## src/verilog/sff_consts.svh

```systemverilog
// Register offsets, field positions, reset values and timing counts
// for the slot FIFO format and trigger configuration block.
// Assumes inclusion by bare name from the design files.
`ifndef SFF_CONSTS_SVH
`define SFF_CONSTS_SVH

// Serial control port target address (arbitrary value)
`define SFF_I2C_ADDR        7'h64

`define SFF_REG_SLOT_CFG    8'h11
`define SFF_REG_TRIG        8'h38
`define SFF_REG_CLK         8'h4B

`define SFF_SLOT_CFG_RST    16'h1000
`define SFF_TRIG_RST        16'h0000
`define SFF_CLK_RST         16'h2612

`define SFF_FMT_MSB         4
`define SFF_FMT_LSB         2
`define SFF_SLOT_EN_BIT     0
`define SFF_EXT_TRIG_BIT    14
`define SFF_OSC_BYP_BIT     8

`define SFF_CLK_HZ          32'h0262_5A00
`define SFF_OSC_HZ          32'h0000_7D00
`define SFF_OSC_CYC         (`SFF_CLK_HZ / `SFF_OSC_HZ)

`endif

```

## src/verilog/sff_pkg.sv

```systemverilog
// Types shared by the slot FIFO format and trigger configuration block.
// Assumes the constants header is compiled alongside.
package sff_pkg;

   typedef enum logic [2:0]
   {
      FMT_NONE     = 3'h0,
      FMT_W16      = 3'h1,
      FMT_W32      = 3'h2,
      FMT_SB16     = 3'h3,
      FMT_SB32_Q16 = 3'h4,
      FMT_Q32      = 3'h6
   } sff_fmt_t;

   typedef enum logic [5:0]
   {
      ST_IDLE = 6'h01,
      ST_ADDR = 6'h02,
      ST_RXB  = 6'h04,
      ST_ACK  = 6'h08,
      ST_TXB  = 6'h10,
      ST_RACK = 6'h20
   } sff_i2c_st_t;

endpackage

```

## src/verilog/sff_slot_cfg.sv

```systemverilog
// Slot FIFO format, trigger source and sample clock configuration,
// reached over the two-wire serial control port.
// Assumes open-drain pins resolved outside; pins are asynchronous.
`timescale 1ns/1ps
`include "sff_consts.svh"
module sff_slot_cfg import sff_pkg::*;
(
   input  wire logic        CLOCK_I,
   input  wire logic        SYS_RST_I,
   input  wire logic        SCL_I,
   input  wire logic        SDA_I,
   output logic             SDA_O,
   output logic             SDA_OE_O,
   input  wire logic        SYNC_PIN_I,
   output logic             SYNC_PIN_O,
   output logic             SYNC_PIN_OE_O,
   input  wire logic        EXT_TRIG_I,
   input  wire logic        DIG_INT_MODE_I,
   input  wire logic        SAMPLE_VALID_I,
   input  wire logic [31:0] SAMPLE_CH0_I,
   input  wire logic [31:0] SAMPLE_CH1_I,
   input  wire logic [31:0] SAMPLE_CH2_I,
   input  wire logic [31:0] SAMPLE_CH3_I,
   input  wire logic [31:0] SAMPLE_BG_I,
   input  wire logic        FIFO_READY_I,
   output logic             SLOT_ACTIVE_O,
   output logic             SAMPLE_START_O,
   output logic             FIFO_VALID_O,
   output logic [15:0]      FIFO_DATA_O
);

   localparam logic [10:0] OSC_LAST = 11'(`SFF_OSC_CYC - 1);
   localparam logic [10:0] OSC_HALF = 11'(`SFF_OSC_CYC / 2);

   // Pin synchronisers: 0 SCL, 1 SDA, 2 sync pin, 3 external trigger
   logic [3:0]   pin_raw;
   logic [3:0]   pin_meta;
   logic [3:0]   pin_s;
   logic [3:0]   pin_d;

   logic [15:0]  slot_cfg;
   logic [15:0]  trig_cfg;
   logic [15:0]  clk_cfg;

   sff_i2c_st_t  state;
   logic [7:0]   shreg;
   logic [3:0]   bit_cnt;
   logic [1:0]   byte_idx;
   logic         rw;
   logic         tx_lo;
   logic [7:0]   reg_ptr;
   logic [7:0]   data_hi;
   logic         sda_oe;

   logic         scl_rise;
   logic         scl_fall;
   logic         start_ev;
   logic         stop_ev;
   logic         wr_fire;
   logic [15:0]  rd_word;
   logic [7:0]   tx_next;

   logic [10:0]  osc_cnt;
   logic         osc_lvl;
   logic         int_tick;
   logic         sample_tick;
   logic         trig_rise;
   logic         start_q;

   logic         slot_en;
   logic         ext_sel;
   logic         osc_byp;

   assign pin_raw = {EXT_TRIG_I, SYNC_PIN_I, SDA_I, SCL_I};

   genvar gi;
   generate
      for (gi = 0; gi < 4; gi = gi + 1)
      begin : g_sync
         always_ff @(posedge CLOCK_I)
         begin
            if (SYS_RST_I)
            begin
               pin_meta[gi] <= 1'b1;
               pin_s[gi]    <= 1'b1;
               pin_d[gi]    <= 1'b1;
            end
            else
            begin
               pin_meta[gi] <= pin_raw[gi];
               pin_s[gi]    <= pin_meta[gi];
               pin_d[gi]    <= pin_s[gi];
            end
         end
      end
   endgenerate

   assign scl_rise = pin_s[0] & ~pin_d[0];
   assign scl_fall = ~pin_s[0] & pin_d[0];
   assign start_ev = pin_s[0] & pin_d[0] & ~pin_s[1] & pin_d[1];
   assign stop_ev  = pin_s[0] & pin_d[0] & pin_s[1] & ~pin_d[1];

   assign slot_en = slot_cfg[`SFF_SLOT_EN_BIT];
   assign ext_sel = trig_cfg[`SFF_EXT_TRIG_BIT];
   assign osc_byp = clk_cfg[`SFF_OSC_BYP_BIT];

   function automatic logic [15:0] rd_reg(input logic [7:0] ptr);
      case (ptr)
         `SFF_REG_SLOT_CFG: rd_reg = slot_cfg;
         `SFF_REG_TRIG:     rd_reg = trig_cfg;
         `SFF_REG_CLK:      rd_reg = clk_cfg;
         default:           rd_reg = 16'h0000;
      endcase
   endfunction

   assign rd_word = rd_reg(reg_ptr);
   assign tx_next = tx_lo ? rd_word[15:8] : rd_word[7:0];
   assign wr_fire = (state == ST_RXB) && scl_fall && (bit_cnt == 4'h8)
                    && (byte_idx == 2'h2) && !start_ev && !stop_ev;

   // Serial control port: address, register pointer, then 16-bit words
   always_ff @(posedge CLOCK_I)
   begin
      if (SYS_RST_I)
      begin
         state    <= ST_IDLE;
         shreg    <= 8'h00;
         bit_cnt  <= 4'h0;
         byte_idx <= 2'h0;
         rw       <= 1'b0;
         tx_lo    <= 1'b0;
         reg_ptr  <= 8'h00;
         data_hi  <= 8'h00;
         sda_oe   <= 1'b0;
      end
      else if (start_ev)
      begin
         state   <= ST_ADDR;
         bit_cnt <= 4'h0;
         sda_oe  <= 1'b0;
      end
      else if (stop_ev)
      begin
         state  <= ST_IDLE;
         sda_oe <= 1'b0;
      end
      else
      begin
         unique case (state)
            ST_IDLE:
            begin
               sda_oe <= 1'b0;
            end
            ST_ADDR, ST_RXB:
            begin
               if (scl_rise)
               begin
                  shreg   <= {shreg[6:0], pin_s[1]};
                  bit_cnt <= bit_cnt + 4'h1;
               end
               else if (scl_fall && (bit_cnt == 4'h8))
               begin
                  bit_cnt <= 4'h0;
                  if (state == ST_ADDR)
                  begin
                     if (shreg[7:1] == `SFF_I2C_ADDR)
                     begin
                        rw       <= shreg[0];
                        byte_idx <= 2'h0;
                        tx_lo    <= 1'b0;
                        sda_oe   <= 1'b1;
                        state    <= ST_ACK;
                     end
                     else
                        state <= ST_IDLE;
                  end
                  else
                  begin
                     sda_oe <= 1'b1;
                     state  <= ST_ACK;
                     if (byte_idx == 2'h0)
                     begin
                        reg_ptr  <= shreg;
                        byte_idx <= 2'h1;
                     end
                     else if (byte_idx == 2'h1)
                     begin
                        data_hi  <= shreg;
                        byte_idx <= 2'h2;
                     end
                     else
                        byte_idx <= 2'h1;
                  end
               end
            end
            ST_ACK:
            begin
               if (scl_fall)
               begin
                  bit_cnt <= 4'h0;
                  if (rw)
                  begin
                     shreg  <= rd_word[15:8];
                     sda_oe <= ~rd_word[15];
                     state  <= ST_TXB;
                  end
                  else
                  begin
                     sda_oe <= 1'b0;
                     state  <= ST_RXB;
                  end
               end
            end
            ST_TXB:
            begin
               if (scl_fall)
               begin
                  if (bit_cnt == 4'h7)
                  begin
                     sda_oe <= 1'b0;
                     state  <= ST_RACK;
                  end
                  else
                  begin
                     shreg   <= {shreg[6:0], 1'b0};
                     sda_oe  <= ~shreg[6];
                     bit_cnt <= bit_cnt + 4'h1;
                  end
               end
            end
            ST_RACK:
            begin
               if (scl_rise && pin_s[1])
                  state <= ST_IDLE;
               else if (scl_fall)
               begin
                  tx_lo   <= ~tx_lo;
                  shreg   <= tx_next;
                  sda_oe  <= ~tx_next[7];
                  bit_cnt <= 4'h0;
                  state   <= ST_TXB;
               end
            end
            default:
            begin
               state  <= ST_IDLE;
               sda_oe <= 1'b0;
            end
         endcase
      end
   end

   assign SDA_O    = 1'b0;
   assign SDA_OE_O = sda_oe;

   // Register file
   always_ff @(posedge CLOCK_I)
   begin
      if (SYS_RST_I)
      begin
         slot_cfg <= `SFF_SLOT_CFG_RST;
         trig_cfg <= `SFF_TRIG_RST;
         clk_cfg  <= `SFF_CLK_RST;
      end
      else if (wr_fire)
      begin
         case (reg_ptr)
            `SFF_REG_SLOT_CFG: slot_cfg <= {data_hi, shreg};
            `SFF_REG_TRIG:     trig_cfg <= {data_hi, shreg};
            `SFF_REG_CLK:      clk_cfg  <= {data_hi, shreg};
            default:           slot_cfg <= slot_cfg;
         endcase
      end
   end

   // Internal 32 kHz sample oscillator
   always_ff @(posedge CLOCK_I)
   begin
      if (SYS_RST_I)
      begin
         osc_cnt <= 11'h000;
         osc_lvl <= 1'b0;
      end
      else
      begin
         osc_cnt <= (osc_cnt == OSC_LAST) ? 11'h000 : osc_cnt + 11'h001;
         osc_lvl <= (osc_cnt < OSC_HALF);
      end
   end

   assign int_tick      = (osc_cnt == OSC_LAST);
   assign sample_tick   = osc_byp ? (pin_s[2] & ~pin_d[2]) : int_tick;
   assign trig_rise     = pin_s[3] & ~pin_d[3];
   assign SYNC_PIN_O    = osc_lvl;
   assign SYNC_PIN_OE_O = ~osc_byp;

   // Sample start: sample clock (internal or sync pin) or external trigger
   always_ff @(posedge CLOCK_I)
   begin
      if (SYS_RST_I)
         start_q <= 1'b0;
      else
         start_q <= slot_en && (ext_sel ? trig_rise : sample_tick);
   end

   assign SAMPLE_START_O = start_q;
   assign SLOT_ACTIVE_O  = slot_en;

   sff_packer u_packer
   (
      .clk_i     (CLOCK_I),
      .rst_i     (SYS_RST_I),
      .valid_i   (SAMPLE_VALID_I & slot_en),
      .dig_int_i (DIG_INT_MODE_I),
      .format_i  (slot_cfg[`SFF_FMT_MSB:`SFF_FMT_LSB]),
      .ch0_i     (SAMPLE_CH0_I),
      .ch1_i     (SAMPLE_CH1_I),
      .ch2_i     (SAMPLE_CH2_I),
      .ch3_i     (SAMPLE_CH3_I),
      .bg_i      (SAMPLE_BG_I),
      .ready_i   (FIFO_READY_I),
      .valid_o   (FIFO_VALID_O),
      .data_o    (FIFO_DATA_O)
   );

endmodule

```

## src/verilog/sff_packer.sv

```systemverilog
// Packs one time slot sample into 16-bit FIFO words per the format code.
// Assumes sample data and the integration mode flag share the clock.
`timescale 1ns/1ps
module sff_packer import sff_pkg::*;
(
   input  wire logic        clk_i,
   input  wire logic        rst_i,
   input  wire logic        valid_i,
   input  wire logic        dig_int_i,
   input  wire logic [2:0]  format_i,
   input  wire logic [31:0] ch0_i,
   input  wire logic [31:0] ch1_i,
   input  wire logic [31:0] ch2_i,
   input  wire logic [31:0] ch3_i,
   input  wire logic [31:0] bg_i,
   input  wire logic        ready_i,
   output logic             valid_o,
   output logic [15:0]      data_o
);

   logic [127:0] frame;
   logic [3:0]   words;
   logic [127:0] next_frame;
   logic [3:0]   next_words;
   logic [31:0]  sum4;
   logic [31:0]  single;
   logic         load_ok;

   assign sum4    = ch0_i + ch1_i + ch2_i + ch3_i;
   assign single  = dig_int_i ? ch0_i : sum4;
   assign valid_o = (words != 4'h0);
   assign data_o  = frame[127:112];
   assign load_ok = (words == 4'h0) || ((words == 4'h1) && ready_i);

   always_comb
   begin
      next_frame = 128'h0;
      next_words = 4'h0;
      case (format_i)
         FMT_W16:
         begin
            next_frame = {single[15:0], 112'h0};
            next_words = 4'h1;
         end
         FMT_W32:
         begin
            next_frame = {single, 96'h0};
            next_words = 4'h2;
         end
         FMT_SB16:
         begin
            if (dig_int_i)
            begin
               next_frame = {ch0_i[15:0], bg_i[15:0], 96'h0};
               next_words = 4'h2;
            end
         end
         FMT_SB32_Q16:
         begin
            if (dig_int_i)
               next_frame = {ch0_i, bg_i, 64'h0};
            else
               next_frame = {ch0_i[15:0], ch1_i[15:0], ch2_i[15:0],
                             ch3_i[15:0], 64'h0};
            next_words = 4'h4;
         end
         FMT_Q32:
         begin
            if (!dig_int_i)
            begin
               next_frame = {ch0_i, ch1_i, ch2_i, ch3_i};
               next_words = 4'h8;
            end
         end
         default:
         begin
            next_frame = 128'h0;
            next_words = 4'h0;
         end
      endcase
   end

   // A sample arriving while the previous one still drains is dropped, unless its last word is taken that cycle
   always_ff @(posedge clk_i)
   begin
      if (rst_i)
      begin
         frame <= 128'h0;
         words <= 4'h0;
      end
      else if (valid_i && load_ok)
      begin
         frame <= next_frame;
         words <= next_words;
      end
      else if (valid_o && ready_i)
      begin
         frame <= {frame[111:0], 16'h0};
         words <= words - 4'h1;
      end
   end

endmodule

```

## config.mk

```make
export PLATFORM = sky130hd
export DESIGN_NAME = sff_slot_cfg
export DESIGN_NICKNAME = d
export VERILOG_FILES = /design/src/verilog/sff_pkg.sv /design/src/verilog/sff_slot_cfg.sv /design/src/verilog/sff_packer.sv
export VERILOG_INCLUDE_DIRS = /design/src /design/src/verilog
export SDC_FILE = /design/constraint.sdc
export NUM_CORES = 1
export LEC_CHECK = 0
export BUFFER_PORTS_ARGS = -buffer_cell sky130_fd_sc_hd__buf_2
export CAP_MARGIN = 15
export CORE_ASPECT_RATIO = 0.5
export CORE_MARGIN = 4
export CORE_UTILIZATION = 40
export DETAILED_ROUTE_END_ITERATION = 10
export HOLD_SLACK_MARGIN = 0.08
export PLACE_DENSITY_LB_ADDON = 0.15
export SLEW_MARGIN = 20
export SYNTH_ARGS = -nofsm -noshare
export SYNTH_HDL_FRONTEND = slang
export SYNTH_SLANG_ARGS = --single-unit
export TNS_END_PERCENT = 10
```

## constraint.sdc

```tcl
create_clock -name CLOCK_I -period 11.7 [get_ports CLOCK_I]
set_input_delay 1.755 -clock CLOCK_I [delete_from_list [all_inputs] [get_ports CLOCK_I]]
set_output_delay 1.755 -clock CLOCK_I [all_outputs]
set_load 0.01 [all_outputs]
```

==> impl_metrics.ini, run 1 <==
[timing]
report.final.hold_viol_count = 0
finalSetupViolCount = 0
slew_viol_final = 0
tightest_slew_ns = 1.15
grt_setup_unrepaired = no
clock_skew_ns = 0.0252
whs_ns = 0.413
fin_crit_ns = 5.48
max_slew_margin_pct = 23.1
fin_tns_setup_ns = 0
fin_crit_sh_pct = 46.9
max_freq_ghz = 0.182

[critical_path]
reg2reg_slack_ns = 7.66
crit_chain = buf_2, inv_1, fa_1, fa_1, inv_1, ha_1, a21o_1, a21oi_1, a211oi_1, o21ai_0, o21ai_0, a2111oi_0, buf_4, nor2_1, o221a_2
arrival_ns = 5.93
crit_slowest_cell = a2111oi_0
slowest_delay_ns = 0.87
critical_path_class = input pin to flop
path_max_fanout = 5
reg2reg_from = slot_cfg[0]
cp-start-kind = input pin
crit_required_ns = 12.15
r2r_cells = 7
cp-end-kind = flop
r2r-end = u_packer.frame[88]
setup.worst_path.start = SAMPLE_CH0_I[4]

[clock_tree]
cts_setup_buffers = 0
clock_path_buffers = 3
clk_pin_slew_worst_paths_ns = 0.06
cts_tree = built
ctsResizeCount = 0
cts_sinks = 244
numCtsBuffers = 25
root_buffer = clkbuf_16
clock_latency_ns = 0.56
htree_levels = 1
ctsHoldBuffers = 0

[grt]
grt-ovfl-total = 0
grt_usage_pct = 27.9
grt_pass1_vias = 14331
grt_max_degree = 187
grt_antenna_before_repair = 3
grt_pass1_wl_mm = 91.1

[worst_hold_path]
min_to = pin_s[2]
min_path_type = flop to flop
hp-start = pin_meta[2]
hold_path_depth = 1

[floorplan]
die_x_microns = 289
dieArea_sq_um = 42900
core_sq_um = 38900
ioPinCount = 192
start_util_pct = 40.6
row_count = 51
die_h_microns = 149

[layout]
drive_gt1_share_pct = 14.0
fin_area_sq_um = 17800
finalNetCount = 2315
register_area_sq_um = 4890
final_common_cell = nor2_1
layout_common_cells = nor2_1, dfxtp_1, inv_1
area_growth_syn_to_layout_pct = 12.8
multiInputGateArea_sq_um = 9530
nFillCells = 3978

[routing]
avgRoutedWirePerCell_microns = 23.5
vias = 15203
vias_per_cell = 5.85
wl_mm = 61.2
ant_nets = 0
drc_errors = 0
drt_iter0_markers = 1492
firstDrtPassIters = 5

[power_and_ir_drop]
peakVddDrop_mv = 0.115
powerDensity_nw_per_um2 = 169
leakage_uw = 0.00730

[synthesis]
syn_area_sq_um = 15800
syn_nets = 2226
synth_edf_count = 0
avgSynthCellArea_sq_um = 8.08
ys_top_cells_by_area = dfxtp_1, fa_1, mux2i_1
synth_warnings = 0
ys_types = 84
yosys_register_bits = 244
asyncSetResetFlopFracSynth_pct = 0
synth_ff_type = dfxtp_1
synth_top_area_share_pct = 30.9
yosysSeqAreaShare_pct = 30.9
synth_largest_area_cell = dfxtp_1
syn_inst = 1957

[placement]
port_buffers = 190
place_area_sq_um = 17000
gp_congestion = 0.958
hpwl_mm = 45.6

[outcome]
status = complete, no violations

[run]
max_cap_violations = 0
[worst max-delay path: cells and delay by family]
family | cells | cell delay, ns
simple gates | 1 | 0.07
buf+inv | 4 | 0.51
compound gates | 7 | 2.26
fa+ha+maj | 3 | 1.35
[report_power, final]
group	leakage [uW]	internal, uW	total [uW]	switching (uW)
combinational	0.00491	426	1150	729
sequential	0.00198	935	1010	73.9
clock	0.000414	483	840	357
total	0.00730	1840	3000	1160
[per-stage QoR]
step / total power (uW) / setup WS (ns) / std cells / util, %
2_1_floorplan: 1810 / 6.46 / 1957 / -
3_3_place_gp: 2150 / 5.93 / 2549 / 43.6
3_5_place_dp: 2150 / 5.84 / 2549 / 43.6
4_1_cts: 2990 / 6.41 / 2594 / 45.8
5_1_grt: 3180 / 6.19 / 2597 / 45.8
6_report: 3000 / 6.22 / 2597 / 45.8
[logic make-up (layout without fill, tap and decap cells)]
family / Yosys count / count (layout) / synth area share [%]
AO/OA/AOI/OAI: 482 / 482 / 21.7
other: 1 / 4 / 0.0237
XOR/XNOR: 40 / 40 / 2.22
multiplexers: 110 / 110 / 6.97
buffers and inverters: 352 / 459 / 9.00
adder cells (fa/ha/maj): 100 / 100 / 10.9
AND/OR/NAND/NOR: 628 / 628 / 18.3
flip-flops: 244 / 244 / 30.9
[state kept, by name (all words and copies together) (netlist names), 6 cells and up]
signal / count
shreg: 8
osc_cnt: 11
u_packer.frame: 128
state: 6
clk_cfg: 16
data_hi: 8
trig_cfg: 16
reg_ptr: 8
slot_cfg: 16
[how the worst max path moves through the flow]
stage / end / slack [ns] / cells past startpoint
2_1_floorplan: u_packer.frame[119] / 6.46 / 15
3_3_place_gp: u_packer.frame[116] / 5.93 / 15
5_1_grt: u_packer.frame[118] / 6.19 / 15
6_report: u_packer.frame[118] / 6.22 / 15
4_1_cts: u_packer.frame[116] / 6.41 / 15
3_5_place_dp: u_packer.frame[118] / 5.84 / 15
[cell type report]
cell class	instances	share of cell area [%]
inverter	202	4.25
clock inverter	10	0.807
multi-input combinational	1361	53.5
tap	530	3.72
timing repair buffer	212	6.38
clock buffer	35	3.89
sequential	244	27.4
antenna	3	0.0421
[routing by layer]
metal	vias up	part of all wire, %	GRT usage, %
li1	7039	-	-
met2	659	42	41.0
met3	122	8.5	6.28
met1	7383	44	39.4
met4	0	4.9	11.6
met5	-	0	0
[cell usage after synthesis, types with 4 or more instances]
cell,count
a311oi_1,4
o21ai_0,82
a221o_1,4
buf_1,15
nor2b_1,13
ha_1,38
nand3_1,49
o31ai_1,4
inv_1,201
o21bai_1,4
or4_1,4
buf_4,20
o21a_1,9
a22oi_1,41
dfxtp_1,244
fa_1,62
and3_1,16
xor2_1,17
nand4_1,7
clkbuf_1,104
a222oi_1,20
nor2_1,255
a21oi_1,76
nand3b_1,13
and2_1,6
nand2b_1,16
nor4_1,7
a22o_1,8
nor3_1,61
xnor2_1,23
a221oi_1,74
a211oi_1,31
a21o_1,17
o211ai_1,15
o22ai_1,17
buf_2,8
a31oi_1,39
nand2_1,147
mux2i_1,109
or2_2,12
(Power assumes the default switching activity.)
==> run 2: changes to the inputs <==
--- a/config.mk
+++ b/config.mk
@@ -6,6 +6,7 @@
 export SDC_FILE = /design/constraint.sdc
 export NUM_CORES = 1
 export LEC_CHECK = 0
+export ABC_AREA = 1
 export BUFFER_PORTS_ARGS = -buffer_cell sky130_fd_sc_hd__buf_2
 export CAP_MARGIN = 15
 export CORE_ASPECT_RATIO = 0.5
==> constraint.sdc (replaced) <==
create_clock -name CLOCK_I -period 4.85 [get_ports CLOCK_I]
set_input_delay 0.7275 -clock CLOCK_I [delete_from_list [all_inputs] [get_ports CLOCK_I]]
set_output_delay 0.7275 -clock CLOCK_I [all_outputs]
set_load 0.01 [all_outputs]
==> run 2 against run 1 <==
Worst setup slack worse by 5.2 ns. Wire length up 7.6%. Clock-buffer cell count is 3 lower. Via count is 15% higher. Sequential power increased by 110%. Highest routed layer is now met5. Utilization is 0.22 points higher.
==> impl_metrics.ini, run 2 <==
[outcome]
status = complete, no violations

[synthesis]
ys_types = 57
syn_area_sq_um = 16800
synth_top_area_share_pct = 29.1
synth_edf_count = 0
yosys_register_bits = 244
syn_nets = 2860
synth_xor_area_share_pct = 0.626
yosysSeqAreaShare_pct = 29.1
synth_compound_area_share_pct = 21.2
yosysMostFrequentCell = nand2_1
synthMuxAreaShare_pct = 0
ys_top_cells_by_area = dfxtp_1, nand2_1, inv_1
asyncSetResetFlopFracSynth_pct = 0
syn_inst = 2591
yosys.area_share.simple_pct = 26.3
synthAdderAreaFrac_pct = 10.2
synth_common_cells = nand2_1, inv_1, o21ai_0
synth_warnings = 0
synth_top_family_by_area = simple AND/OR/NAND/NOR gates
synth_ff_type = dfxtp_1
avgSynthCellArea_sq_um = 6.48
synth_largest_area_cell = dfxtp_1

[clock_tree]
clk_pin_slew_worst_paths_ns = 0.06
cts_tree = built
htree_levels = 1
ctsHoldBuffers = 0
root_buffer = clkbuf_16
numCtsBuffers = 25
ctsResizeCount = 0
cts_sinks = 244
clock_path_buffers = 3
clock_latency_ns = 0.57
cts_setup_buffers = 0

[timing]
finalSetupViolCount = 0
grt_setup_unrepaired = no
max_slew_margin_pct = 30.1
slew_viol_final = 0
clock_skew_ns = 0.0131
report.final.hold_viol_count = 0
fin_tns_setup_ns = 0
tightest_slew_ns = 1.04
fin_crit_sh_pct = 79.9
fin_crit_ns = 3.87
max_freq_ghz = 0.258
whs_ns = 0.345

[layout]
area_growth_syn_to_layout_pct = 12.1
largest_reg_flops = 128
nFillCells = 4385
regMostFlops = u_packer.frame
final_common_cell = nand2_1
fin_area_sq_um = 18800
finalNetCount = 2958
layout_common_cells = nand2_1, inv_1, o21ai_0
drive_gt1_share_pct = 11.8

[critical_path]
critical_path_class = input pin to flop
cp-end-kind = flop
path_max_fanout = 4
crit_required_ns = 5.30
cp-start-kind = input pin
arrival_ns = 4.33

[power_and_ir_drop]
leakage_uw = 0.00871
peakVddDrop_mv = 0.295
powerDensity_nw_per_um2 = 329

[placement]
port_buffers = 190
gp_congestion = 1.04
place_area_sq_um = 18000
hpwl_mm = 50.5

[routing]
vias_per_cell = 5.38
drt_iter0_markers = 1823
wl_mm = 65.8
avgRoutedWirePerCell_microns = 20.2
firstDrtPassIters = 8
ant_nets = 0
drc_errors = 0
vias = 17470

[floorplan]
start_util_pct = 41.0
die_h_microns = 153
ioPinCount = 192
die_x_microns = 298
core_sq_um = 40900
dieArea_sq_um = 45500
row_count = 52

[grt]
grt_pass1_vias = 16117
grt_pass1_wl_mm = 98.1
use_met1_pct = 37.5
grt_max_degree = 109
gr-usage-met2_pct = 43.1
met3_usage_pct = 4.08
grt-ovfl-total = 0
grt.busiest_layer = met2
grt_usage_pct = 27.7
grt_antenna_before_repair = 5

[run]
max_cap_violations = 0

[worst_hold_path]
min_path_type = input pin to flop
-- run 2: worst max-delay path, cell delays in order --
cell	delay [ns]
buf_2	0.12
inv_1	0.17
fa_1	0.46
fa_1	0.44
inv_1	0.07
ha_1	0.26
inv_1	0.09
fa_1	0.42
inv_1	0.13
nand2_1	0.07
nand3_1	0.20
nand2_1	0.14
nand2_1	0.14
nand2_1	0.08
nand3_1	0.07
nand3_1	0.22
nand2_1	0.14
nand2_1	0.05
a21oi_1	0.25
nor2_1	0.06
-- run 2: kinds of logic after synthesis --
family,Yosys count
simple gates,1060
flops,244
other cells,1
fa+ha+maj,100
buf+inv,532
xor+xnor,12
compound gates,642
-- run 2: layout make-up --
class                      instances  area, sq um  area share [%]
clock buffer                      32          672            3.57
antenna                            1         2.50          0.0133
multi-input combinational       1815         9830            52.2
tap                              540          676            3.59
sequential                       244         4880            25.9
inverter                         389         1460            7.77
timing repair buffer             214         1140            6.07
clock inverter                    14          159           0.844
-- run 2: final timing paths --
check	from	end	slack, ns	cells after the start
worst max-delay path	SAMPLE_CH2_I[1]	u_packer.frame[119]	0.98	20
worst min-delay path	SDA_I	pin_meta[1]	0.35	2
worst max register to register	slot_cfg[3]	u_packer.frame[115]	1.83	10
worst min register to register	pin_meta[3]	pin_s[3]	0.41	1
-- run 2: layer usage --
layer	routed length [microns]	vias to the layer above
met5	13	-
met2	28500	614
met4	3970	2
met1	29100	8126
met3	4140	163
li1	-	8565
-- run 2: where the power goes --
group | leakage, uW | internal (uW) | switching [uW] | total, uW
Sequential | 0.00197 | 2050 | 49.3 | 2100
Combinational | 0.00634 | 674 | 1410 | 2090
Clock | 0.000405 | 1100 | 912 | 2020
-- run 2: through the flow --
step	total power (uW)	worst slack, ns	cells	utilization (%)
after CTS	6220	1.05	3248	46.0
after global placement	4200	0.451	3202	44.0
after detailed placement	4190	0.449	3202	44.0
after floorplan	3560	1.37	2591	-
final	6200	0.976	3249	46.0
after global routing	6570	0.810	3249	46.0
==> run 3: changes to the inputs <==
--- a/config.mk
+++ b/config.mk
@@ -6,7 +6,7 @@
 export SDC_FILE = /design/constraint.sdc
 export NUM_CORES = 1
 export LEC_CHECK = 0
-export ABC_AREA = 1
+export ABC_AREA = 0
 export BUFFER_PORTS_ARGS = -buffer_cell sky130_fd_sc_hd__buf_2
 export CAP_MARGIN = 15
 export CORE_ASPECT_RATIO = 0.5
==> constraint.sdc (replaced) <==
create_clock -name CLOCK_I -period 4.03 [get_ports CLOCK_I]
set_input_delay 0.6045 -clock CLOCK_I [delete_from_list [all_inputs] [get_ports CLOCK_I]]
set_output_delay 0.6045 -clock CLOCK_I [all_outputs]
set_load 0.01 [all_outputs]
==> run 3 against run 2 <==
Clock skew up 0.0040 ns. Via count decreased by 11%. Highest routed layer unchanged. Clock power grew 23%. Non-clock buffer count grew 136.
==> impl_metrics.ini, run 3 (synthesized netlist as in run 1, its figures left out) <==
[critical_path]
arrival_ns = 4.27
setup.worst_path.end = u_packer.frame[116]
reg2reg_slack_ns = 0.86
critical_path_class = input pin to flop
crit_required_ns = 4.46
reg2reg_from = slot_cfg[3]
r2r_cells = 8
path_max_fanout = 3
cp-start-kind = input pin
cp-end-kind = flop
slowest_delay_ns = 0.51
r2r-end = u_packer.frame[120]
crit_chain = buf_2, inv_1, fa_1, fa_1, inv_1, ha_1, a21o_1, a21oi_1, a211oi_1, o21ai_1, o211ai_1, a311o_1, xor2_1, a2111oi_4, a311oi_1
crit_slowest_cell = fa_1
setup.worst_path.start = SAMPLE_CH0_I[4]

[layout]
final_common_cell = nor2_1
layout_common_cells = nor2_1, dfxtp_1, inv_1
finish.utilization_pct = 48.7
finalNetCount = 2452
area_growth_syn_to_layout_pct = 19.9
drive_gt1_share_pct = 19.7
regMostFlops = u_packer.frame
largest_reg_flops = 128

[power_and_ir_drop]
peakVddDrop_mv = 0.285
power.total_uw = 9210
powerDensity_nw_per_um2 = 486
leakage_uw = 0.00799

[timing]
slew_viol_final = 0
finalSetupViolCount = 0
max_freq_ghz = 0.260
fin_crit_ns = 3.84
max_slew_margin_pct = 35.4
clock_skew_ns = 0.0171
tightest_slew_ns = 0.970
grt_setup_unrepaired = no
fin_tns_setup_ns = 0
report.final.hold_viol_count = 0
fin_crit_sh_pct = 95.3

[clock_tree]
clock_path_buffers = 3
root_buffer = clkbuf_16
cts_setup_buffers = 0
numCtsBuffers = 24
clk_pin_slew_worst_paths_ns = 0.07
clock_latency_ns = 0.56
cts_sinks = 244
htree_levels = 1
cts_tree = built

[floorplan]
start_util_pct = 40.6
die_x_microns = 289
dieArea_sq_um = 42900
core_sq_um = 38900
ioPinCount = 192
row_count = 51
die_h_microns = 149

[grt]
grt_usage_pct = 28.4
grt_pass1_vias = 14654
grt_max_degree = 86
grt_antenna_before_repair = 2
grt_pass1_wl_mm = 92.8
grt-ovfl-total = 0

[routing]
drc_errors = 0
firstDrtPassIters = 6
drt_iter0_markers = 1739
wl_mm = 62.1
avgRoutedWirePerCell_microns = 22.7
vias_per_cell = 5.68
vias = 15522
ant_nets = 0

[placement]
gp_congestion = 1.03
port_buffers = 190
hpwl_mm = 47.9

[outcome]
status = complete, no violations

[worst_hold_path]
hp-start = EXT_TRIG_I
min_path_type = input pin to flop

[run]
max_cap_violations = 0
==> run 3: changes by cell type in the layout (fill, tap and decap cells not counted), moves of 20 or more <==
cell      change
nor3_1       +43
buf_4       +133
a22oi_1      +37
nand2_1     -588
a31oi_1      -58
a221oi_1     +69
nand3_1      -36
o21ai_0     -176
a211oi_1     +24
mux2i_1     +109
inv_1       -175
a222oi_1     +20
nor2_1      +106
a21oi_1     -123
==> run 3: timing repair <==
item / CTS / global route
hold endpoints to repair: 0 / 0
hold buffers: 0 / 0
resized for setup: 2 / 3
pin swaps: 0 / 3
setup endpoints to repair: 1 / 9
==> run 3: through the flow <==
stage	worst slack, ns	cells	instance area [sq um]	hold slack [ns]
after floorplan	-0.0412	1957	15800	0.389
after global placement	-0.923	2687	18100	0.395
after detailed placement	-0.852	2687	18100	0.397
after CTS	0.0464	2731	18900	0.206
after global routing	0.00526	2732	19000	0.210
final	0.189	2732	19000	0.231
==> run 3: worst min-delay path by stage <==
stage,endpoint,slack [ns],cells past startpoint
2_1_floorplan,pin_s[0],0.39,1
3_3_place_gp,pin_s[3],0.40,1
3_5_place_dp,pin_s[1],0.40,1
4_1_cts,pin_meta[2],0.21,2
5_1_grt,pin_meta[3],0.21,2
6_report,pin_meta[3],0.23,2
==> run 3: report_power, final <==
| group | internal [uW] | switching, uW |
|---|---|---|
| registers | 2710 | 228 |
| logic | 1600 | 2190 |
| clock network | 1420 | 1060 |
==> run 3: layer usage <==
layer	wire length (microns)	part of all wire, %	GRT usage, %	vias to the layer above
met3	5630	9.1	7.34	98
met5	51	0.082	0.909	-
li1	-	-	-	7326
met1	27500	44	40.3	7438
met2	26700	43	42.2	658
met4	2220	3.6	9.03	2
==> run 3: layout make-up <==
cell class,instances,area [sq um]
Timing Repair Buffer,350,2220
Tap cell,530,663
Multi-Input combinational cell,1361,9560
Clock inverter,15,210
Inverter,202,758
Fill cell,3904,20000
Sequential cell,244,4890
Antenna cell,1,2.50
Clock buffer,29,649
==> run 3: worst max-delay path, delay by kind of cell <==
family | cells | cell delay [ns]
adders and majority gates | 3 | 1.31
AOI/OAI and AO/OA | 8 | 1.98
xor gates and xnor gates | 1 | 0.19
buffers and inverters | 3 | 0.20
